### src/shared/ocdt_pkg.sv
/*
 Constants, register map and channel state type for the one-count delay and
 one-shot timer. Assumes a 32-bit AHB-Lite bus and a single system clock.
*/
package ocdt_pkg;
    localparam int unsigned DATA_W     = 16;
    localparam int unsigned PRE_W      = 16;
    // Byte offsets
    localparam logic [7:0] OFS_PERIPH  = 8'h00;
    localparam logic [7:0] OFS_PRESCL  = 8'h04;
    localparam logic [7:0] OFS_FILTER  = 8'h08;
    localparam logic [7:0] OFS_MODE_M  = 8'h0c;
    localparam logic [7:0] OFS_MODE_S  = 8'h10;
    localparam logic [7:0] OFS_RELD_M  = 8'h14;
    localparam logic [7:0] OFS_RELD_S  = 8'h18;
    localparam logic [7:0] OFS_CNT_M   = 8'h1c;
    localparam logic [7:0] OFS_CNT_S   = 8'h20;
    localparam logic [7:0] OFS_GO      = 8'h24;
    localparam logic [7:0] OFS_HALT    = 8'h28;
    localparam logic [7:0] OFS_RUN     = 8'h2c;
    localparam logic [7:0] OFS_OUTCTL  = 8'h30;
    localparam logic [7:0] OFS_STATUS  = 8'h34;
    // Bit positions in go, halt and running registers
    localparam int unsigned BIT_MASTER = 0;
    localparam int unsigned BIT_SLAVE  = 1;
    localparam int unsigned BIT_UPPER  = 2;
    // Output control bits
    localparam int unsigned BIT_DRIVE  = 0;
    localparam int unsigned BIT_POL    = 1;
    localparam int unsigned BIT_FOLLOW = 2;
    // Mode register fields
    localparam int unsigned CKS_LSB    = 14;
    localparam int unsigned CCS_BIT    = 12;
    localparam int unsigned LEAD_BIT   = 11;
    localparam int unsigned STS_LSB    = 8;
    localparam int unsigned CIS_LSB    = 6;
    localparam int unsigned MD_LSB     = 1;
    localparam int unsigned RETRIG_BIT = 0;
    localparam logic [2:0] MD_ONE_COUNT = 3'h4;
    localparam logic [2:0] STS_SOFT     = 3'h0;
    localparam logic [2:0] STS_PIN      = 3'h1;
    localparam logic [2:0] STS_MASTER   = 3'h4;
    localparam logic [1:0] CIS_FALL     = 2'h0;
    localparam logic [1:0] CIS_RISE     = 2'h1;
    // Reset values
    localparam logic [15:0] MODE_RST    = 16'h0000;
    localparam logic [15:0] RELD_RST    = 16'h0000;
    localparam logic [15:0] PRESCL_RST  = 16'h0000;
    localparam logic [31:0] RD_ZERO     = 32'h0000_0000;
    // AHB encodings
    localparam logic [1:0] HTRANS_NSEQ  = 2'h2;
    localparam logic [1:0] HTRANS_SEQ   = 2'h3;
    localparam logic [2:0] HSIZE_WORD   = 3'h2;
    localparam logic       HRESP_OKAY   = 1'b0;

    typedef enum logic [1:0] {CH_IDLE, CH_LOAD, CH_COUNT} ocdt_ch_state_e;
endpackage

### src/core/ocdt_top.sv
/*
 One-count delay and one-shot pulse timer with master and slave channel,
 prescaler, pin trigger conditioning and AHB-Lite register slave.
 Assumes one 40 MHz hclk and a trigger pin asynchronous to it.
*/
// The address map and the AHB-Lite slave port were left to the implementer.
`timescale 1ns/1ps
module ocdt_top #(
    parameter int unsigned W = ocdt_pkg::DATA_W
) (
    input  wire logic        hclk,
    input  wire logic        hresetn,
    input  wire logic        hsel,
    input  wire logic [31:0] haddr,
    input  wire logic [1:0]  htrans,
    input  wire logic        hwrite,
    input  wire logic [2:0]  hsize,
    input  wire logic [31:0] hwdata,
    input  wire logic        hready,
    output logic      [31:0] hrdata,
    output logic             hreadyout,
    output logic             hresp,
    input  wire logic        trigger_input_pin,
    output logic             slave_pulse_pin,
    output logic             master_expiry_irq,
    output logic             slave_expiry_irq
);
    ////////////////////////////////////////////////////////////////////////////
    // Bus slave
    logic        wr_pend_reg, wr_pend_next;
    logic [7:0]  wr_addr_reg, wr_addr_next;
    logic [31:0] rdata_reg, rdata_next;
    logic        addr_ok;
    logic        wr_en;
    logic [31:0] rd_mux;

    // Registers
    logic            unit_power_enable, unit_power_enable_next;
    logic [15:0]     prescale_select_reg, prescale_select_next;
    logic [1:0]      input_filter_enable_reg, input_filter_enable_next;
    logic [15:0]     mode_m_reg, mode_m_next;
    logic [15:0]     mode_s_reg, mode_s_next;
    logic [W-1:0]    master_reload_value, master_reload_next;
    logic [W-1:0]    slave_reload_value, slave_reload_next;
    logic [3:0]      outctl_reg, outctl_next;
    logic            upper_half_running_flag, upper_half_next;
    logic            channel_go_bit, slave_go_bit, upper_half_go_bit;
    logic            channel_halt_bit, slave_halt_bit, upper_half_halt_bit;
    logic            clear;

    // Channel side
    logic [W-1:0]    master_down_counter, slave_down_counter;
    logic            channel_running_flag, slave_running_flag;
    logic            m_irq, s_irq, s_active;
    logic [3:0]      tick_vec;
    logic            m_tick, s_tick;
    logic            m_trig, s_trig;
    logic            pin_edge;

    assign addr_ok = hsel & hready & (htrans == ocdt_pkg::HTRANS_NSEQ
                     || htrans == ocdt_pkg::HTRANS_SEQ);
    assign wr_en   = wr_pend_reg & unit_power_enable;

    always_comb begin
        case (haddr[7:0])
            ocdt_pkg::OFS_PERIPH: rd_mux = {31'h0000_0000, unit_power_enable};
            ocdt_pkg::OFS_PRESCL: rd_mux = {16'h0000, prescale_select_reg};
            ocdt_pkg::OFS_FILTER: rd_mux = {30'h0000_0000, input_filter_enable_reg};
            ocdt_pkg::OFS_MODE_M: rd_mux = {16'h0000, mode_m_reg};
            ocdt_pkg::OFS_MODE_S: rd_mux = {16'h0000, mode_s_reg};
            ocdt_pkg::OFS_RELD_M: rd_mux = 32'(master_reload_value);
            ocdt_pkg::OFS_RELD_S: rd_mux = 32'(slave_reload_value);
            ocdt_pkg::OFS_CNT_M:  rd_mux = 32'(master_down_counter);
            ocdt_pkg::OFS_CNT_S:  rd_mux = 32'(slave_down_counter);
            ocdt_pkg::OFS_RUN:    rd_mux = {29'h0000_0000, upper_half_running_flag,
                                            slave_running_flag, channel_running_flag};
            ocdt_pkg::OFS_OUTCTL: rd_mux = {28'h0000_000, outctl_reg};
            default:              rd_mux = ocdt_pkg::RD_ZERO;
        endcase
    end

    always_comb begin
        wr_pend_next = addr_ok & hwrite;
        wr_addr_next = addr_ok ? haddr[7:0] : wr_addr_reg;
        rdata_next   = (addr_ok && !hwrite) ? rd_mux : ocdt_pkg::RD_ZERO;
    end

    always_ff @(posedge hclk or negedge hresetn) begin
        if (!hresetn) begin
            wr_pend_reg <= 1'b0;
            wr_addr_reg <= 8'h00;
            rdata_reg   <= ocdt_pkg::RD_ZERO;
        end else begin
            wr_pend_reg <= wr_pend_next;
            wr_addr_reg <= wr_addr_next;
            rdata_reg   <= rdata_next;
        end
    end

    assign hrdata    = rdata_reg;
    assign hreadyout = 1'b1;
    assign hresp     = ocdt_pkg::HRESP_OKAY;

    ////////////////////////////////////////////////////////////////////////////
    // Register file
    assign clear = ~unit_power_enable;

    // Trigger bits exist only for the write cycle, so they read back zero
    always_comb begin
        channel_go_bit      = wr_en && wr_addr_reg == ocdt_pkg::OFS_GO
                              && hwdata[ocdt_pkg::BIT_MASTER];
        slave_go_bit        = wr_en && wr_addr_reg == ocdt_pkg::OFS_GO
                              && hwdata[ocdt_pkg::BIT_SLAVE];
        upper_half_go_bit   = wr_en && wr_addr_reg == ocdt_pkg::OFS_GO
                              && hwdata[ocdt_pkg::BIT_UPPER];
        channel_halt_bit    = wr_en && wr_addr_reg == ocdt_pkg::OFS_HALT
                              && hwdata[ocdt_pkg::BIT_MASTER];
        slave_halt_bit      = wr_en && wr_addr_reg == ocdt_pkg::OFS_HALT
                              && hwdata[ocdt_pkg::BIT_SLAVE];
        upper_half_halt_bit = wr_en && wr_addr_reg == ocdt_pkg::OFS_HALT
                              && hwdata[ocdt_pkg::BIT_UPPER];
    end

    always_comb begin
        unit_power_enable_next   = unit_power_enable;
        prescale_select_next     = prescale_select_reg;
        input_filter_enable_next = input_filter_enable_reg;
        mode_m_next              = mode_m_reg;
        mode_s_next              = mode_s_reg;
        master_reload_next       = master_reload_value;
        slave_reload_next        = slave_reload_value;
        outctl_next              = outctl_reg;
        upper_half_next          = upper_half_running_flag;
        if (wr_pend_reg && wr_addr_reg == ocdt_pkg::OFS_PERIPH) begin
            unit_power_enable_next = hwdata[0];
        end
        if (wr_en) begin
            case (wr_addr_reg)
                ocdt_pkg::OFS_PRESCL: prescale_select_next     = hwdata[15:0];
                ocdt_pkg::OFS_FILTER: input_filter_enable_next = hwdata[1:0];
                ocdt_pkg::OFS_MODE_M: mode_m_next              = hwdata[15:0];
                ocdt_pkg::OFS_MODE_S: mode_s_next              = hwdata[15:0];
                ocdt_pkg::OFS_RELD_M: master_reload_next       = hwdata[W-1:0];
                ocdt_pkg::OFS_RELD_S: slave_reload_next        = hwdata[W-1:0];
                ocdt_pkg::OFS_OUTCTL: outctl_next              = hwdata[3:0];
                default: begin
                end
            endcase
        end
        if (upper_half_go_bit) begin
            upper_half_next = 1'b1;
        end
        if (upper_half_halt_bit) begin
            upper_half_next = 1'b0;
        end
        if (clear) begin
            prescale_select_next     = ocdt_pkg::PRESCL_RST;
            input_filter_enable_next = 2'h0;
            mode_m_next              = ocdt_pkg::MODE_RST;
            mode_s_next              = ocdt_pkg::MODE_RST;
            master_reload_next       = W'(ocdt_pkg::RELD_RST);
            slave_reload_next        = W'(ocdt_pkg::RELD_RST);
            outctl_next              = 4'h0;
            upper_half_next          = 1'b0;
        end
    end

    always_ff @(posedge hclk or negedge hresetn) begin
        if (!hresetn) begin
            unit_power_enable       <= 1'b0;
            prescale_select_reg     <= ocdt_pkg::PRESCL_RST;
            input_filter_enable_reg <= 2'h0;
            mode_m_reg              <= ocdt_pkg::MODE_RST;
            mode_s_reg              <= ocdt_pkg::MODE_RST;
            master_reload_value     <= W'(ocdt_pkg::RELD_RST);
            slave_reload_value      <= W'(ocdt_pkg::RELD_RST);
            outctl_reg              <= 4'h0;
            upper_half_running_flag <= 1'b0;
        end else begin
            unit_power_enable       <= unit_power_enable_next;
            prescale_select_reg     <= prescale_select_next;
            input_filter_enable_reg <= input_filter_enable_next;
            mode_m_reg              <= mode_m_next;
            mode_s_reg              <= mode_s_next;
            master_reload_value     <= master_reload_next;
            slave_reload_value      <= slave_reload_next;
            outctl_reg              <= outctl_next;
            upper_half_running_flag <= upper_half_next;
        end
    end

    ////////////////////////////////////////////////////////////////////////////
    // Prescaler: tick k when the low N bits of the divider are all ones
    logic [ocdt_pkg::PRE_W-1:0] div_reg, div_next;

    always_comb begin
        div_next = clear ? '0 : div_reg + 1'b1;
    end

    always_ff @(posedge hclk or negedge hresetn) begin
        if (!hresetn) begin
            div_reg <= '0;
        end else begin
            div_reg <= div_next;
        end
    end

    for (genvar k = 0; k < 4; k++) begin : g_pre
        logic [ocdt_pkg::PRE_W-1:0] mask;
        assign mask = ~({ocdt_pkg::PRE_W{1'b1}} << prescale_select_reg[4*k +: 4]);
        assign tick_vec[k] = ~clear & ((div_reg & mask) == mask);
    end

    assign m_tick = tick_vec[mode_m_reg[ocdt_pkg::CKS_LSB +: 2]];
    assign s_tick = tick_vec[mode_s_reg[ocdt_pkg::CKS_LSB +: 2]];

    ////////////////////////////////////////////////////////////////////////////
    // Trigger pin: sync, optional filter, edge detect
    logic       sync1_reg, sync2_reg, filt_reg, filt_next, prev_reg;
    logic [1:0] cis;

    assign cis = mode_m_reg[ocdt_pkg::CIS_LSB +: 2];

    always_comb begin
        filt_next = filt_reg;
        if (!input_filter_enable_reg[0] || sync2_reg == prev_reg) begin
            filt_next = sync2_reg;
        end
    end

    always_ff @(posedge hclk or negedge hresetn) begin
        if (!hresetn) begin
            sync1_reg <= 1'b0;
            sync2_reg <= 1'b0;
            prev_reg  <= 1'b0;
            filt_reg  <= 1'b0;
        end else begin
            sync1_reg <= trigger_input_pin;
            sync2_reg <= sync1_reg;
            prev_reg  <= sync2_reg;
            filt_reg  <= filt_next;
        end
    end

    always_comb begin
        case (cis)
            ocdt_pkg::CIS_FALL: pin_edge = ~filt_next & filt_reg;
            ocdt_pkg::CIS_RISE: pin_edge = filt_next & ~filt_reg;
            default:            pin_edge = filt_next ^ filt_reg;
        endcase
    end

    ////////////////////////////////////////////////////////////////////////////
    // Channels
    assign m_trig = mode_m_reg[ocdt_pkg::STS_LSB +: 3] == ocdt_pkg::STS_PIN
                    && pin_edge;
    assign s_trig = (mode_s_reg[ocdt_pkg::STS_LSB +: 3] == ocdt_pkg::STS_MASTER
                     && m_irq)
                    || (mode_s_reg[ocdt_pkg::STS_LSB +: 3] == ocdt_pkg::STS_PIN
                     && pin_edge);

    ocdt_channel #(.W(W)) u_master (
        .hclk         (hclk),
        .hresetn      (hresetn),
        .clear        (clear),
        .count_tick   (m_tick),
        .go_pulse     (channel_go_bit),
        .halt_pulse   (channel_halt_bit),
        .trig_pulse   (m_trig),
        .retrig_ok    (mode_m_reg[ocdt_pkg::RETRIG_BIT]),
        .mode_ok      (mode_m_reg[ocdt_pkg::MD_LSB +: 3] == ocdt_pkg::MD_ONE_COUNT),
        .reload_value (master_reload_value),
        .down_counter (master_down_counter),
        .running_flag (channel_running_flag),
        .expiry_irq   (m_irq),
        .active       ()
    );

    ocdt_channel #(.W(W)) u_slave (
        .hclk         (hclk),
        .hresetn      (hresetn),
        .clear        (clear),
        .count_tick   (s_tick),
        .go_pulse     (slave_go_bit),
        .halt_pulse   (slave_halt_bit),
        .trig_pulse   (s_trig),
        .retrig_ok    (mode_s_reg[ocdt_pkg::RETRIG_BIT]),
        .mode_ok      (mode_s_reg[ocdt_pkg::MD_LSB +: 3] == ocdt_pkg::MD_ONE_COUNT),
        .reload_value (slave_reload_value),
        .down_counter (slave_down_counter),
        .running_flag (slave_running_flag),
        .expiry_irq   (s_irq),
        .active       (s_active)
    );

    ////////////////////////////////////////////////////////////////////////////
    // Slave pulse output
    logic pin_reg, pin_next;

    always_comb begin
        pin_next = outctl_reg[ocdt_pkg::BIT_POL] ^ (outctl_reg[ocdt_pkg::BIT_DRIVE]
                   & outctl_reg[ocdt_pkg::BIT_FOLLOW] & s_active);
    end

    always_ff @(posedge hclk or negedge hresetn) begin
        if (!hresetn) begin
            pin_reg <= 1'b0;
        end else begin
            pin_reg <= pin_next;
        end
    end

    assign slave_pulse_pin   = pin_reg;
    assign master_expiry_irq = m_irq;
    assign slave_expiry_irq  = s_irq;
endmodule // ocdt_top

### src/core/ocdt_channel.sv
/*
 One timer channel in one-count mode: load on start trigger, count down on
 count ticks, one-cycle expiry pulse at zero. Assumes ticks and triggers are
 single-cycle pulses in the hclk domain.
*/
`timescale 1ns/1ps
module ocdt_channel #(
    parameter int unsigned W = 16
) (
    input  wire logic         hclk,
    input  wire logic         hresetn,
    input  wire logic         clear,
    input  wire logic         count_tick,
    input  wire logic         go_pulse,
    input  wire logic         halt_pulse,
    input  wire logic         trig_pulse,
    input  wire logic         retrig_ok,
    input  wire logic         mode_ok,
    input  wire logic [W-1:0] reload_value,
    output logic      [W-1:0] down_counter,
    output logic              running_flag,
    output logic              expiry_irq,
    output logic              active
);
    ocdt_pkg::ocdt_ch_state_e state_reg, state_next;
    logic [W-1:0] cnt_reg, cnt_next;
    logic         run_reg, run_next;
    logic         irq_reg, irq_next;
    logic         start_evt;

    // Software go while running is itself a start trigger
    assign start_evt = mode_ok & run_reg & (trig_pulse | go_pulse);

    always_comb begin
        state_next = state_reg;
        cnt_next   = cnt_reg;
        run_next   = run_reg;
        irq_next   = 1'b0;
        case (state_reg)
            ocdt_pkg::CH_LOAD: begin
                if (count_tick) begin
                    cnt_next = reload_value;
                    if (reload_value == '0) begin
                        irq_next   = 1'b1;
                        state_next = ocdt_pkg::CH_IDLE;
                    end else begin
                        state_next = ocdt_pkg::CH_COUNT;
                    end
                end
            end
            ocdt_pkg::CH_COUNT: begin
                if (count_tick) begin
                    cnt_next = cnt_reg - 1'b1;
                    if (cnt_reg == {{(W-1){1'b0}}, 1'b1}) begin
                        irq_next   = 1'b1;
                        state_next = ocdt_pkg::CH_IDLE;
                    end
                end
            end
            default: begin
                state_next = ocdt_pkg::CH_IDLE;
            end
        endcase
        if (start_evt && (state_reg != ocdt_pkg::CH_COUNT || retrig_ok)) begin
            state_next = ocdt_pkg::CH_LOAD;
        end
        if (go_pulse) begin
            run_next = 1'b1;
        end
        if (halt_pulse) begin
            run_next   = 1'b0;
            state_next = ocdt_pkg::CH_IDLE;
            irq_next   = 1'b0;
        end
        if (!run_reg && !go_pulse) begin
            state_next = ocdt_pkg::CH_IDLE;
        end
        if (clear) begin
            state_next = ocdt_pkg::CH_IDLE;
            cnt_next   = '0;
            run_next   = 1'b0;
            irq_next   = 1'b0;
        end
    end

    always_ff @(posedge hclk or negedge hresetn) begin
        if (!hresetn) begin
            state_reg <= ocdt_pkg::CH_IDLE;
            cnt_reg   <= '0;
            run_reg   <= 1'b0;
            irq_reg   <= 1'b0;
        end else begin
            state_reg <= state_next;
            cnt_reg   <= cnt_next;
            run_reg   <= run_next;
            irq_reg   <= irq_next;
        end
    end

    assign down_counter = cnt_reg;
    assign running_flag = run_reg;
    assign expiry_irq   = irq_reg;
    assign active       = (state_reg == ocdt_pkg::CH_COUNT);
endmodule // ocdt_channel

### config.mk
export PLATFORM = sky130hd
export DESIGN_NAME = ocdt_top
export DESIGN_NICKNAME = d
export VERILOG_FILES = /design/src/shared/ocdt_pkg.sv /design/src/core/ocdt_top.sv /design/src/core/ocdt_channel.sv
export SDC_FILE = /design/constraint.sdc
export NUM_CORES = 1
export LEC_CHECK = 0
export ABC_CLOCK_PERIOD_IN_PS = 3500
export BUFFER_PORTS_ARGS = -buffer_cell sky130_fd_sc_hd__buf_2
export CAP_MARGIN = 0
export CORE_ASPECT_RATIO = 1.1
export CORE_MARGIN = 2
export CORE_UTILIZATION = 55
export CTS_CLUSTER_SIZE = 12
export DETAILED_ROUTE_END_ITERATION = 8
export PLACE_DENSITY = 0.76
export RECOVER_POWER = 50
export SYNTH_ARGS = -nofsm -noshare
export SYNTH_HDL_FRONTEND = slang
export SYNTH_SLANG_ARGS = --single-unit
export TNS_END_PERCENT = 100
### constraint.sdc
create_clock -name hclk -period 3.5 [get_ports hclk]
set_input_delay 0.35 -clock hclk [delete_from_list [all_inputs] [get_ports hclk]]
set_output_delay 0.35 -clock hclk [all_outputs]
set_load 0.1 [all_outputs]
==> Word level (Yosys, flattened, before mapping) <==
Cells that the tools add are included.
{ "op_classes": {"n_addsub": 3, "n_eq_ne": 63, "bitwise_logic": 30, "n_shift": 4, "n_reduce_logical": 44, "muxes": 79, "magnitude_cmp": 2} }
{ "op_table": {"columns": ["cell", "count"], "rows": [
  ["16-bit 2-to-1 mux", 22],
  ["16-bit case mux with 11 select lines", 1],
  ["16-bit bitwise AND", 4],
  ["16-bit == test", 4],
  ["16-bit inverter", 4],
  ["16-bit case mux with 2 select lines", 2],
  ["16-bit by 4-bit << shifter with 16-bit output, first input constant", 4],
  ["8-bit by 5-bit == test with 1-bit output, second input constant", 7],
  ["8-bit by 6-bit == test with 1-bit output, second input constant", 6],
  ["2-bit 2-to-1 mux", 19],
  ["16-bit by 1-bit == test with 1-bit output, second input constant", 2],
  ["8-bit by 4-bit == test with 1-bit output, second input constant", 4],
  ["16-bit zero test", 2],
  ["32-bit 2-to-1 mux", 1],
  ["16-bit by 1-bit subtractor with 16-bit output, second input constant", 2],
  ["1-bit 2-to-1 mux", 24],
  ["1-bit logical AND", 17],
  ["16-bit by 1-bit adder with 16-bit output, second input constant", 1],
  ["1-bit bitwise AND", 16],
  ["8-bit by 3-bit == test with 1-bit output, second input constant", 2],
  ["8-bit zero test", 2],
  ["3-bit by 1-bit != test with 1-bit output, second input constant", 5],
  ["2-bit by 1-bit != test with 1-bit output, second input constant", 7],
  ["2-bit AND reduction", 7],
  ["23 further kinds", 60]
]} }
{ "word_totals": {"register_bits": 190, "elab_cells": 251, "input_bits": 75, "output_inout_bits": 37} }

==> Longest topological paths before layout <==
{ "logic_depth": {"depth_word": 15, "ltp_mapped": 11, "mapped_depth_nobuf": 11} }

==> Cells and area by module <==
A second synthesis with hierarchy kept.
{ "hier_totals": {"cells_unflattened": 1089, "area_unflattened_um2": 9960.8} }
{ "modules_own_cells": {"columns": ["mod", "cells_per_inst", "seq_area_each_um2", "instances", "area_each_um2"], "rows": [
  ["ocdt_top", 763, 3328.2, 1, 7260.7],
  ["ocdt_channel", 163, 500.5, 2, 1350.0]
]} }

==> Worst setup path before layout <==
OpenSTA, ideal clock, no wires.
{ "synth_timing": {"path_kind": "register -> register", "from": "reg u_slave.cnt_reg[9] (netlist: u_slave.down_counter[9])", "to": "reg u_slave.state_reg[0]", "path_buffers": 0, "required_ns": 3.369, "arrival_time_ns": 2.442, "path_stages_with_launch": 9, "synth_period_minus_slack_ns": 2.573, "slack_ns": 0.927, "path_cell_list": "dfrtp_1 > or4_4 > or3_4 > or3_4 > or3_1 > and2_4 > nand2b_1 > a21oi_1 > a211oi_1"} }
{ "synth_via": {"elab_chain_cells": 3} }
{ "synth_lines": {"columns": ["element", "line", "source"], "rows": [
  ["start, declared", "ocdt_channel.sv:26", "logic [W-1:0] cnt_reg, cnt_next;"],
  ["start signal, assigned", "ocdt_channel.sv:94", "cnt_reg <= cnt_next;"],
  ["16-bit by 1-bit == test with 1-bit output", "ocdt_channel.sv:54", "if (cnt_reg == {{(W-1){1'b0}}, 1'b1}) begin"],
  ["6-bit by 3-bit != test with 1-bit output (no source line)", null, null],
  ["3-bit AND reduction (no source line)", null, null],
  ["end signal, assigned", "ocdt_channel.sv:88", "state_reg <= ocdt_pkg::CH_IDLE;"],
  ["end signal, assigned", "ocdt_channel.sv:93", "state_reg <= state_next;"],
  ["end, declared", "ocdt_channel.sv:25", "ocdt_pkg::ocdt_ch_state_e state_reg, state_next;"]
]} }
Every way passes these cells.
A chain may end at the register's enable or synchronous reset.

==> Final worst setup path <==
{ "layout_timing": {"from": "reg unit_power_enable", "to": "reg u_slave.cnt_reg[2] (netlist: u_slave.down_counter[2])"} }
{ "layout_via": {"elab_chain_cells": 5, "word_cells_on_any_way": 11} }
{ "layout_lines": {"columns": ["element", "line", "source"], "rows": [
  ["start, declared", "ocdt_top.sv:38", "logic unit_power_enable, unit_power_enable_next;"],
  ["start signal, assigned", "ocdt_top.sv:180", "unit_power_enable <= unit_power_enable_next;"],
  ["1-bit bitwise AND", "ocdt_top.sv:211", "assign tick_vec[k] = ~clear & ((div_reg & mask) == mask);"],
  ["1-bit binary-select mux with 2-bit select", "ocdt_top.sv:215", "assign s_tick = tick_vec[mode_s_reg[ocdt_pkg::CKS_LSB +: 2]];"],
  ["1-bit 2-to-1 mux (not written as such)", "ocdt_top.sv:215", null],
  ["3-bit != test (no source line) / 3-bit by 2-bit != test with 1-bit output (equally long branches)", null, null],
  ["3-bit AND reduction (no source line)", null, null]
]} }
Parallel ways exist; a longest one is shown, timed or not. The select of a mux whose other input is x is not followed.

==> impl_metrics.py <==
metrics = {
    "status": {
        "status": "finished, violations left",
        "violations": "max-capacitance violations, max-slew violations",
    },
    "drt": {
        "viasPerCell": 6.40,
        "dr.pass1.iters": 9,
        "totalWireLength_mm": 28.1,
        "drtIter0Drc": 1190,
        "num_vias": 8560,
        "ant_nets": 0,
        "post-route-drc-count": 0,
        "post_drt_wl_per_cell_um": 21.0,
    },
    "critical_path": {
        "reg2reg_depth": 7,
        "critPathSlowestCell": "dfrtp_1",
        "arrival_ns": 3.25,
        "critical_path_class": "reg -> reg",
        "crit_chain": "o221ai_1 > a311oi_1 > nand4_1 > o21ai_1 > o211ai_1 > nand2_1 > o22ai_1",
        "crit_required_ns": 3.78,
        "end_kind": "register",
        "critical_path.max_fanout": 27,
        "regToRegSetupSlack_ns": 0.53,
        "reg2reg_to": "u_slave.down_counter[2]",
        "r2r-start": "unit_power_enable",
        "cpPeakStageDelay_ns": 0.84,
        "start_kind": "register",
    },
    "sta": {
        "tightest_slew_ns": 2.25,
        "setup_tns_ns": 0,
        "hold_violations": 0,
        "rsz0062_at_grt": "false",
        "relSlewSlack_pct": -50.3,
        "slew_violations": 89,
        "setup_slack_ns": 0.527,
        "fin_crit_ns": 2.97,
        "skew_ns": 0.00752,
        "setup-violations-final": 0,
        "fin_crit_sh_pct": 84.9,
        "fmax_ghz": 0.336,
    },
    "finish": {
        "stdcell_count": 1338,
        "diodes": 0,
        "drive_above_1_share_pct": 11.8,
        "fin_nets": 1174,
        "post-route-util_pct": 61.9,
        "area_growth_pct": 10.1,
        "final_area_um2": 11000,
    },
    "global_routing": {
        "grt_util_met1_pct": 40.9,
        "grtUsageMet2_pct": 46.2,
        "grt_pass1_vias": 8330,
        "grt_usage_pct": 30.0,
        "grt-ovfl-total": 0,
        "grt_max_degree": 89,
        "grt_pass1_wl_mm": 45.3,
        "busiest_layer": "met2",
        "antenna_found_initial": 0,
        "grtUsageMet3_pct": 4.37,
    },
    "logic_synthesis": {
        "synth-simple-area-share_pct": 20.6,
        "synth_cell_type_count": 65,
        "ys_top_cells_by_count": "dfrtp_1 (173), mux2i_1 (94), nand2_1 (81)",
        "ys_top_cells_by_area": "dfrtp_1 (43%), mux2i_1 (9.4%), nor2b_1 (4.6%)",
        "ys_ff_latch": 173,
        "syn-instance-count": 1064,
        "synthArstFlopShare_pct": 100,
        "synth_most_common_cell": "dfrtp_1",
        "synthMuxAreaShare_pct": 11.0,
        "synth_top_area_share_pct": 43.4,
        "synth_top_area_cell": "dfrtp_1",
        "syn_avg_cell_area_um2": 9.37,
        "synth_fa_ha_area_share_pct": 1.48,
        "yosysSeqAreaShare_pct": 43.4,
        "synth_compound_area_share_pct": 16.2,
        "synth_area_um2": 9970,
        "synth_flop_cell": "dfrtp_1",
        "ys_warn_count": 0,
        "synth_top_family_by_area": "simple AND/OR/NAND/NOR gates",
        "yosys.area_share.xor_xnor_pct": 1.93,
        "synth-edff-count": 0,
    },
    "placement": {
        "dp_hpwl_mm": 19.2,
        "dp.cells": 1306,
        "placed_area_um2": 10400,
        "io_buffers": 49,
        "dpl_worst_slack_ns": 0.742,
        "gp_congestion": 0.927,
    },
    "die": {
        "die-area_um2": 19200,
        "num_rows": 51,
        "io_pins": 112,
        "start_util_pct": 56.2,
        "coreArea_um2": 17700,
        "fp.dieW_um": 132,
        "die_h_um": 145,
    },
    "clock_network": {
        "cts.sinks": 173,
        "post_cts_resize_count": 0,
        "clk_latency_ns": 0.45,
        "htree_levels": 4,
        "clkTransAtPathRegs_ns": 0.07,
        "clockRootBuffer": "clkbuf_16",
        "clockBufferDepth": 2,
        "cts_made_buffers": 17,
        "cts_tree": "built",
    },
    "power": {
        "ir_drop_mv": 0.358,
        "power.static_leakage_nw": 4.68,
        "p_per_area_nw_per_um2": 393,
    },
    "hold_path": {
        "min_to": "wr_pend_reg",
        "hold_depth": 3,
        "min-delay-start": "hwrite",
        "hold_path.class": "in -> reg",
    },
    "job": {
        "max-cap-violations": 1,
    },
}
==> layout by cell type (no fill, tap or decap), drive strengths merged, types with 13 or more instances in the layout <==
| master | count |
|---|---|
| nor3 | 26 |
| clkbuf | 23 |
| nor2b | 74 |
| nand2 | 81 |
| o21ai | 45 |
| nor2 | 51 |
| nand2b | 16 |
| a21oi | 49 |
| nor4 | 17 |
| xnor2 | 17 |
| and2 | 19 |
| a21boi | 23 |
| or3 | 13 |
| conb | 18 |
| mux2 | 14 |
| a221oi | 18 |
| mux2i | 94 |
| inv | 42 |
| nand3 | 55 |
| dfrtp | 173 |
| buf | 71 |
==> cell families (layout without fill, tap and decap cells) <==
family	count (synthesis)	after routing
AOI/OAI and AO/OA	236	236
xor gates and xnor gates	22	22
adders and majority gates	12	12
buffers and inverters	122	142
DFF	173	173
muxes	108	108
other	2	18
and+or+nand+nor	389	389
==> report_power, final <==
group	total (W)	switching [W]	internal, W
logic	0.000311	0.000233	0.0000773
registers	0.00206	0.0000346	0.00202
clock network	0.00194	0.000855	0.00109
==> metal layers <==
metal / part of all wire (%) / vias up
li1: - / 3844
met1: 42 / 4192
met2: 47 / 429
met3: 6.6 / 95
met4: 4.8 / 0
met5: 0 / -
==> worst max-delay path: cells and delay by family, from the launching register on <==
| family | cells | cell delay, ns |
|---|---|---|
| AOI/OAI and AO/OA | 5 | 1.31 |
| DFF | 1 | 0.84 |
| and+or+nand+nor | 2 | 0.62 |
==> repair_timing <==
| action | CTS | global route |
|---|---|---|
| hold endpoints to repair | 1 | 0 |
| hold buffers | 1 | 0 |
| setup buffers | 0 | 0 |
==> per-stage QoR <==
stage | total power [W] | hold WS [ns]
global route | 0.00444 | 0.157
detailed placement | 0.00240 | 0.346
finish | 0.00431 | 0.127
global placement | 0.00240 | 0.334
CTS | 0.00433 | 0.0153
floorplan | 0.00229 | 0.0544
==> worst max-delay path by stage <==
stage	cells after the start	from	slack, ns	endpoint
after floorplan	8	u_slave.down_counter[9]	0.93	u_slave.state_reg[0]
after global placement	8	div_reg[8]	0.72	u_slave.down_counter[6]
after detailed placement	8	div_reg[8]	0.74	u_slave.down_counter[2]
after CTS	8	div_reg[8]	0.72	u_slave.down_counter[2]
after global routing	2	hresetn	0.20	u_master.down_counter[2]
final	7	unit_power_enable	0.53	u_slave.down_counter[2]
==> layout make-up <==
cell class / instances / area [um2]
Sequential cell: 173 / 4330
Fill cell: 1512 / 6760
Timing Repair Buffer: 76 / 442
Tap cell: 238 / 298
Clock buffer: 19 / 443
Clock inverter: 12 / 151
Inverter: 35 / 131
Multi-Input combinational cell: 785 / 5180
(Power assumes the default switching activity.)
